**src/abd_pkg.sv**
```systemverilog
// package for the auto-baud measurement block and its sync-byte sender
// assumes a single 50 MHz clock shared by both ends
package abd_pkg;
  // ----------------------------------------
  // software register map (controller side)
  // ----------------------------------------
  localparam logic [3:0] ADDR_CONTROL = 4'h0;
  localparam logic [3:0] ADDR_STATUS = 4'h1;
  localparam logic [3:0] ADDR_MASK = 4'h2;
  localparam logic [3:0] ADDR_DIV_LOW = 4'h3;
  localparam logic [3:0] ADDR_DIV_HIGH = 4'h4;
  localparam logic [3:0] ADDR_RX_DATA = 4'h5;
  localparam logic [3:0] ADDR_TX_DATA = 4'h6;
  localparam logic [3:0] ADDR_BAUD_CTRL = 4'h7;
  // control register bit positions
  localparam int CTL_AUTO_BAUD = 0;
  localparam int CTL_WAKE_UP = 1;
  localparam int CTL_WIDE_DIV = 2;
  localparam int CTL_HIGH_SPEED = 3;
  localparam int CTL_ASYNC = 4;
  // baud control register: overflow flag position
  localparam int BCTL_OVERFLOW = 7;
  // status / mask bit positions
  localparam int ST_DONE = 0;
  localparam int ST_OVERFLOW = 1;
  localparam int ST_TX_REFUSED = 2;
  // reset values
  localparam logic [7:0] CONTROL_RESET = 8'h10;
  localparam logic [15:0] DIVISOR_RESET = 16'h0000;
  // counter clock prescale figures
  localparam int PRE_SLOW = 512;
  localparam int PRE_MID = 128;
  localparam int PRE_FAST = 32;
  localparam int MEASURE_SLOWDOWN = 8;
  // sync byte and edge count
  localparam logic [7:0] SYNC_BYTE = 8'h55;
  localparam logic [2:0] LAST_RISE = 3'h5;
  // sender timing
  localparam int CLK_MHZ = 50;
  localparam int BIT_TIME_US = 104;
  localparam int BIT_CYCLES = BIT_TIME_US * CLK_MHZ;
  localparam logic [15:0] BIT_CYCLES_W = 16'(BIT_CYCLES);
  localparam int BREAK_BITS = 13;

  // counter clock divide for the selected mode, stretched for measuring
  function automatic logic [12:0] measure_div(input logic wide, input logic fast);
    logic [12:0] base;
    base = 13'(PRE_MID);
    if (!wide && !fast)
      base = 13'(PRE_SLOW);
    else if (wide && fast)
      base = 13'(PRE_FAST);
    measure_div = 13'(base * MEASURE_SLOWDOWN);
  endfunction
endpackage

```
**src/abd_link_if.sv**
```systemverilog
// serial line joining the sync sender and the measuring receiver
// assumes both ends run on the same clock
interface abd_link_if;
  logic line; // serial level, idle high
  modport sender (output line);
  modport receiver (input line);
endinterface

```
**src/abd_measure.sv**
```systemverilog
// auto-baud measuring receiver with software register port
// assumes inputs synchronous to i_clk; line from abd_link_if
//
// Overview of operation
// - measure only in async mode, wake-up set or clear
// - enable clears counter, then awaits start bit
// - sender must send 55h sync byte
// - low and high bit times both timed
// - counting starts at first rising edge
// - fifth rising edge leaves divisor in registers
// - fifth rising edge clears auto-baud enable
// - counter wrap sets overflow flag, software writable
// - measuring continues after wrap, enable stays
// - counter clocked at one eighth rate
// - 16-bit and high-speed bits pick prescale
// - 8-bit modes: high byte 00h means no carry
// - serial state machine held idle while measuring
// - fifth edge sets receive flag; data read clears
// - wake-up plus enable measures byte after break
// - transmit data writes ignored while enabled
// - software must not enable during transmission
// - software should select wide divisor
//
// The address map and the address-and-strobe port are this design's own decisions.
module abd_measure
  import abd_pkg::*;
(
  input wire logic i_clk, // system clock
  input wire logic i_rst, // synchronous reset, high
  input wire logic [3:0] i_addr, // register address
  input wire logic [7:0] i_wdata, // write data
  input wire logic i_wr, // write strobe
  input wire logic i_rd, // read strobe
  output logic [7:0] o_rdata, // read data, cycle after strobe
  output logic o_irq, // level interrupt
  output logic o_measuring, // measurement in progress
  output logic o_rx_flag, // receive interrupt flag
  output logic [15:0] o_divisor, // active baud divisor
  abd_link_if.receiver link // serial line in
);
  typedef enum {M_IDLE, M_BREAK, M_START, M_FIRST, M_COUNT} meas_state_t;
  meas_state_t state;
  logic [7:0] control;
  logic [2:0] status;
  logic [2:0] mask;
  logic [15:0] divisor;
  logic [7:0] rx_data;
  logic [7:0] tx_data;
  logic overflow_flag;
  logic line_q;
  logic [12:0] pre_cnt;
  logic [2:0] rises;

  // -------------------------------------------
  // decode and events
  // -------------------------------------------
  wire enable = control[CTL_AUTO_BAUD];
  wire wake = control[CTL_WAKE_UP];
  wire async_mode = control[CTL_ASYNC];
  wire rise = link.line && !line_q;
  wire fall = !link.line && line_q;
  wire [12:0] div_sel = measure_div(control[CTL_WIDE_DIV], control[CTL_HIGH_SPEED]);
  wire tick = (pre_cnt == div_sel - 13'h0001);
  wire counting = (state == M_COUNT) || (state == M_FIRST && rise);
  wire wrap = counting && tick && (divisor == 16'hffff);
  wire wide_wrap = control[CTL_WIDE_DIV] ? wrap : (counting && tick && divisor[7:0] == 8'hff);
  wire done = (state == M_COUNT) && rise && (rises == LAST_RISE - 3'h1);
  wire wr_ctl = i_wr && i_addr == ADDR_CONTROL;
  wire wr_st = i_wr && i_addr == ADDR_STATUS;
  wire wr_bctl = i_wr && i_addr == ADDR_BAUD_CTRL;
  wire rd_rx = i_rd && i_addr == ADDR_RX_DATA;
  wire tx_wr = i_wr && i_addr == ADDR_TX_DATA;
  wire tx_refused = tx_wr && enable;
  wire [2:0] events = {tx_refused, wide_wrap, done};
  // divisor step: in 8-bit modes carry lands in high byte for software check
  wire [15:0] next_divisor = divisor + 16'h0001;
  // value the divisor holds after this edge, for loading the active copy
  wire [15:0] final_divisor = (counting && tick) ? next_divisor : divisor;
  wire [7:0] next_rdata =
    (i_addr == ADDR_CONTROL) ? control :
    (i_addr == ADDR_STATUS) ? {5'h00, status} :
    (i_addr == ADDR_MASK) ? {5'h00, mask} :
    (i_addr == ADDR_DIV_LOW) ? divisor[7:0] :
    (i_addr == ADDR_DIV_HIGH) ? divisor[15:8] :
    (i_addr == ADDR_RX_DATA) ? rx_data :
    (i_addr == ADDR_TX_DATA) ? tx_data :
    (i_addr == ADDR_BAUD_CTRL) ? {overflow_flag, 7'h00} : 8'h00;

  // -------------------------------------------
  // measuring state machine
  // -------------------------------------------
  always_ff @(posedge i_clk)
  begin
    if (i_rst)
    begin
      state <= M_IDLE;
      line_q <= 1'b1;
      pre_cnt <= 13'h0000;
      rises <= 3'h0;
    end
    else
    begin
      line_q <= link.line;
      pre_cnt <= (!counting || tick) ? 13'h0000 : pre_cnt + 13'h0001;
      case (state)
        M_IDLE:
          if (enable && async_mode)
            state <= wake ? M_BREAK : M_START;
        M_BREAK:
          if (rise) // break over, next byte measured
            state <= M_START;
        M_START:
          if (fall) // start bit seen
            state <= M_FIRST;
        M_FIRST:
          if (rise)
          begin
            rises <= 3'h1;
            state <= M_COUNT;
          end
        M_COUNT:
          if (rise)
          begin
            rises <= rises + 3'h1; // spans low and high bits
            if (done)
              state <= M_IDLE;
          end
        default: state <= M_IDLE;
      endcase
      if (!enable || !async_mode)
        state <= M_IDLE;
    end
  end

  // -------------------------------------------
  // divisor counter and control
  // -------------------------------------------
  always_ff @(posedge i_clk)
  begin
    if (i_rst)
    begin
      divisor <= DIVISOR_RESET;
      control <= CONTROL_RESET;
    end
    else
    begin
      if (wr_ctl)
        control <= i_wdata;
      if (i_wr && i_addr == ADDR_DIV_LOW)
        divisor[7:0] <= i_wdata;
      if (i_wr && i_addr == ADDR_DIV_HIGH)
        divisor[15:8] <= i_wdata;
      if (wr_ctl && i_wdata[CTL_AUTO_BAUD] && !enable)
        divisor <= 16'h0000;
      else if (counting && tick)
        divisor <= next_divisor; // keeps counting past wrap
      if (done)
        control[CTL_AUTO_BAUD] <= 1'b0;
    end
  end

  // -------------------------------------------
  // flags, data registers and interrupt
  // -------------------------------------------
  always_ff @(posedge i_clk)
  begin
    if (i_rst)
    begin
      status <= 3'h0;
      mask <= 3'h0;
      overflow_flag <= 1'b0;
      o_rx_flag <= 1'b0;
      rx_data <= 8'h00;
      tx_data <= 8'h00;
      o_rdata <= 8'h00;
      o_irq <= 1'b0;
      o_measuring <= 1'b0;
      o_divisor <= DIVISOR_RESET;
    end
    else
    begin
      o_rdata <= i_rd ? next_rdata : 8'h00;
      status <= (status & ~(wr_st ? i_wdata[2:0] : 3'h0)) | events; // set wins
      if (i_wr && i_addr == ADDR_MASK)
        mask <= i_wdata[2:0];
      if (wr_bctl)
        overflow_flag <= i_wdata[BCTL_OVERFLOW];
      if (wrap)
        overflow_flag <= 1'b1;
      if (rd_rx)
        o_rx_flag <= 1'b0;
      if (done)
      begin
        o_rx_flag <= 1'b1;
        rx_data <= SYNC_BYTE; // value to be discarded
      end
      if (tx_wr && !enable)
        tx_data <= i_wdata;
      o_irq <= |(((status & ~(wr_st ? i_wdata[2:0] : 3'h0)) | events) & mask);
      o_measuring <= enable && async_mode; // serial engine held idle
      if (done)
        o_divisor <= final_divisor;
      else if (!enable)
        o_divisor <= divisor;
    end
  end
endmodule

```
**src/flat_wrapper.sv**
```systemverilog
// flat-port wrapper written by rule: the top's interface ports become plain ports
module abd_measure_flat import abd_pkg::*;
  (i_clk, i_rst, i_addr, i_wdata, i_wr, i_rd, o_rdata, o_irq, o_measuring, o_rx_flag, o_divisor, link_line);
  abd_link_if link_i ();
  input wire logic i_clk;
  input wire logic i_rst;
  input wire logic [3:0] i_addr;
  input wire logic [7:0] i_wdata;
  input wire logic i_wr;
  input wire logic i_rd;
  output logic [7:0] o_rdata;
  output logic o_irq;
  output logic o_measuring;
  output logic o_rx_flag;
  output logic [15:0] o_divisor;
  input wire logic [$bits(link_i.line)-1:0] link_line;
  assign link_i.line = link_line;
  abd_measure u_core (.i_clk(i_clk), .i_rst(i_rst), .i_addr(i_addr), .i_wdata(i_wdata), .i_wr(i_wr), .i_rd(i_rd), .o_rdata(o_rdata), .o_irq(o_irq), .o_measuring(o_measuring), .o_rx_flag(o_rx_flag), .o_divisor(o_divisor), .link(link_i));
endmodule
```
**config.mk**
```make
export PLATFORM = sky130hd
export DESIGN_NAME = abd_measure_flat
export DESIGN_NICKNAME = d
export VERILOG_FILES = /design/src/abd_pkg.sv /design/src/abd_link_if.sv /design/src/abd_measure.sv /design/src/flat_wrapper.sv
export SDC_FILE = /design/constraint.sdc
export NUM_CORES = 1
export LEC_CHECK = 0
export CORE_ASPECT_RATIO = 1.5
export CORE_MARGIN = 2
export CORE_UTILIZATION = 33
export DETAILED_ROUTE_END_ITERATION = 16
export DONT_BUFFER_PORTS = 1
export GPL_TIMING_DRIVEN = 1
export PLACE_DENSITY = 0.45
export SYNTH_ARGS = -nofsm -noshare
export SYNTH_HDL_FRONTEND = slang
export SYNTH_SLANG_ARGS = --single-unit
```
**constraint.sdc**
```tcl
create_clock -name i_clk -period 6.4 [get_ports i_clk]
set_clock_uncertainty 0.1 [all_clocks]
set_input_delay 0.64 -clock i_clk [delete_from_list [all_inputs] [get_ports i_clk]]
set_output_delay 0.64 -clock i_clk [all_outputs]
set_load 0.02 [all_outputs]
```
==> flow_summary.ini <==
[timing]
fin_setup_tns_ns = 0
setup_violations = 0
drv_slew = 0
hold_viol = 0
fin_crit_ns = 2.91
setup_slack_ns = 3.49
fmax_mhz = 344
rsz0062_at_grt = false
period_share_pct = 45.4
slew_headroom_pct = 18.9
tightest_slew_ns = 1.21

[worst_setup_path]
critPathArrivalTime_ns = 3.07
required_ns = 6.57
end_kind = register
crit_path_start_kind = register
reg2reg_slack_ns = 3.49
crit_fanout = 28
path_class = register to register

[global_route]
antenna_found_initial = 0
grt_max_degree = 56
grt_remaining_overflow = 0
grt_util_all_layers_pct = 19.7
grt_pass1_wl_um = 22100
grt_pass1_vias = 3804

[clock_tree]
cts_resized = 0
clkTransAtPathRegs_ns = 0.07
cts_hold_buf = 0
cts_post_setup_buffers_inserted = 0
h-tree-depth = 3
cts_root_buf = clkbuf_16
clockBufferDepth = 2
cts_num_sinks = 87
numCtsBuffers = 9
cts_tree = yes
insertion_delay_ns = 0.34

[yosys]
synth-main-ff-cell = dfxtp_1
synth-edff-count = 0
syn_avg_cell_area_um2 = 8.14
yosys-top-cells-area = dfxtp_1 39%, nor2_1 5.5%, nand2_1 4.6%
synthTopCellsByCount = 87 x dfxtp_1, 65 x nor2_1, 54 x nand2_1
synth_top_cell_by_area = dfxtp_1
synthCells = 546
synth.distinct_cells = 54
synth_area_um2 = 4440
yosys.cell_count.top_type = dfxtp_1
synth_top_area_share_pct = 39.2
async_flop_share_pct = 0
ys_ff_latch = 87
ys_seq_area_share_pct = 39.2
yosysWarnings = 0
synth_fp_nets = 567

[power_and_ir_drop]
power.internal_mw = 0.925
p_comb_share_pct = 3.0
power_density_nw_per_um2 = 241
pwr-share-clk_pct = 49.6
seq_power_share_pct = 47.5
ir_drop_mv = 0.155
p_leak_nw = 1.55
switchingPower_mw = 0.242
swShare_pct = 20.7

[cells_and_area]
fill_cells = 1354
seqCellArea_um2 = 1740
multi_input_area_um2 = 2520
area_delta_synth_final_pct = 9.09
fin_nets = 545
antenna_cells = 0
drive_above_1_share_pct = 6.62

[die]
io_pins = 44
coreArea_um2 = 13100
rows = 51
die_w_um = 98.8
die-height_um = 146
dieArea_um2 = 14400
start_util_pct = 34.0

[routing]
wirelength_um = 14000
drtIter0Drc = 335
wl_per_cell_um = 20.3
dr.pass1.iters = 4
vias = 3984
avgViaCountPerCell = 5.79
ant_nets = 0
drc_errors = 0

[placed_design]
place_worst_setup_slack_ns = 3.28
io_buffers = 0
place.gp.congestion = 0.888
place_hpwl_um = 10200

[hold_path]
hold_path.class = input port to register

[run]
drv_cap = 0

[status]
outcome = complete, no violations
[layer usage]
layer	global-route usage [%]	vias up	part of all wire (%)
met5	0	-	0
met4	9.79	0	3.3
met3	2.92	27	3.7
met2	34.0	81	52
met1	23.7	1951	41
li1	-	1925	-
[worst max-delay path, cell delays in order, from the launching register on]
cell and delay (ns):
dfxtp_1 0.39, ha_1 0.27, and3_1 0.24, nand3b_1 0.25, or4_1 0.93, or3_1 0.49
a31oi_1 0.16
[final cells by class]
cell class                 count  area share (%)
multi-input combinational    412            51.9
timing repair buffer           3           0.465
inverter                      11           0.852
tap                          159            4.10
clock inverter                 3            1.34
clock buffer                  13            5.37
sequential                    87            35.9
[cells in the final DEF (no fill, tap or decap), types with 3 or more instances in the layout]
master,netlist,routed
dfxtp_1,87,87
nor2_1,65,65
nand2_1,54,54
nand3_1,38,38
a21oi_1,30,30
mux2i_1,20,20
a31oi_1,15,15
o21ai_0,13,13
a211oi_1,13,13
inv_1,11,11
nand2b_1,11,11
nor3_1,11,11
xor2_1,11,11
and2_1,10,10
nor2b_1,9,9
a22oi_1,9,9
nor4_1,11,9
clkbuf_16,0,9
and3_1,8,8
xnor2_1,7,7
or3_1,6,6
or2_2,5,5
nand4_1,5,5
o31ai_1,4,4
nand3b_1,4,4
or4_1,4,4
ha_1,4,4
and4_1,3,3
o21a_1,3,3
nor4b_1,3,3
a221oi_1,3,3
nand4b_1,3,3
o221ai_1,3,3
o221a_2,3,3
buf_4,2,3
[flip-flops by register name, indices dropped and copies added, names as in the netlist, 8 cells and up]
| name | flops |
|---|---|
| u_core.control | 8 |
| u_core.divisor | 16 |
| u_core.o_divisor | 16 |
| u_core.o_rdata | 8 |
| u_core.pre_cnt | 13 |
| u_core.tx_data | 8 |
[through the flow]
step	cell area, um2	hold WS, ns	cells	power, mW	utilization, %
after detailed placement	4520	0.344	672	0.601	34.6
after global placement	4520	0.338	672	0.600	34.6
after global routing	4850	0.254	688	1.21	37.1
after floorplan	4440	0.336	546	0.601	-
after CTS	4850	0.258	688	1.18	37.1
final	4850	0.263	688	1.17	37.1
[logic make-up (layout without fill, tap and decap cells)]
| group | count (synthesis) | count (layout) | share of synthesized area, % |
|---|---|---|---|
| AND/OR/NAND/NOR | 256 | 256 | 29.3 |
| AO/OA/AOI/OAI | 110 | 110 | 16.4 |
| flip-flops | 87 | 87 | 39.2 |
| buffers and inverters | 47 | 30 | 4.42 |
| multiplexers | 24 | 24 | 6.02 |
| XOR/XNOR | 18 | 18 | 3.55 |
| adder cells (fa/ha/maj) | 4 | 4 | 1.13 |
[path summary, 6_finish.rpt]
check | start | end | depth (start not counted)
setup reg to reg | u_core.pre_cnt[0] | u_core.divisor[8] | 6
setup / recovery | u_core.pre_cnt[0] | u_core.divisor[8] | 6
hold / removal | i_rst | u_core.status[1] | 1
hold reg to reg | u_core.control[7] | u_core.control[7] | 2
[power groups by stage]
stage          Combinational, mW  Clock, mW  Sequential (mW)
2_1_floorplan             0.0377          0            0.563
3_3_place_gp              0.0342          0            0.566
3_5_place_dp              0.0347          0            0.566
4_1_cts                   0.0348      0.590            0.554
5_1_grt                   0.0380      0.614            0.554
6_report                  0.0347      0.578            0.554
Note: power is estimated with default switching activity, not from simulation.
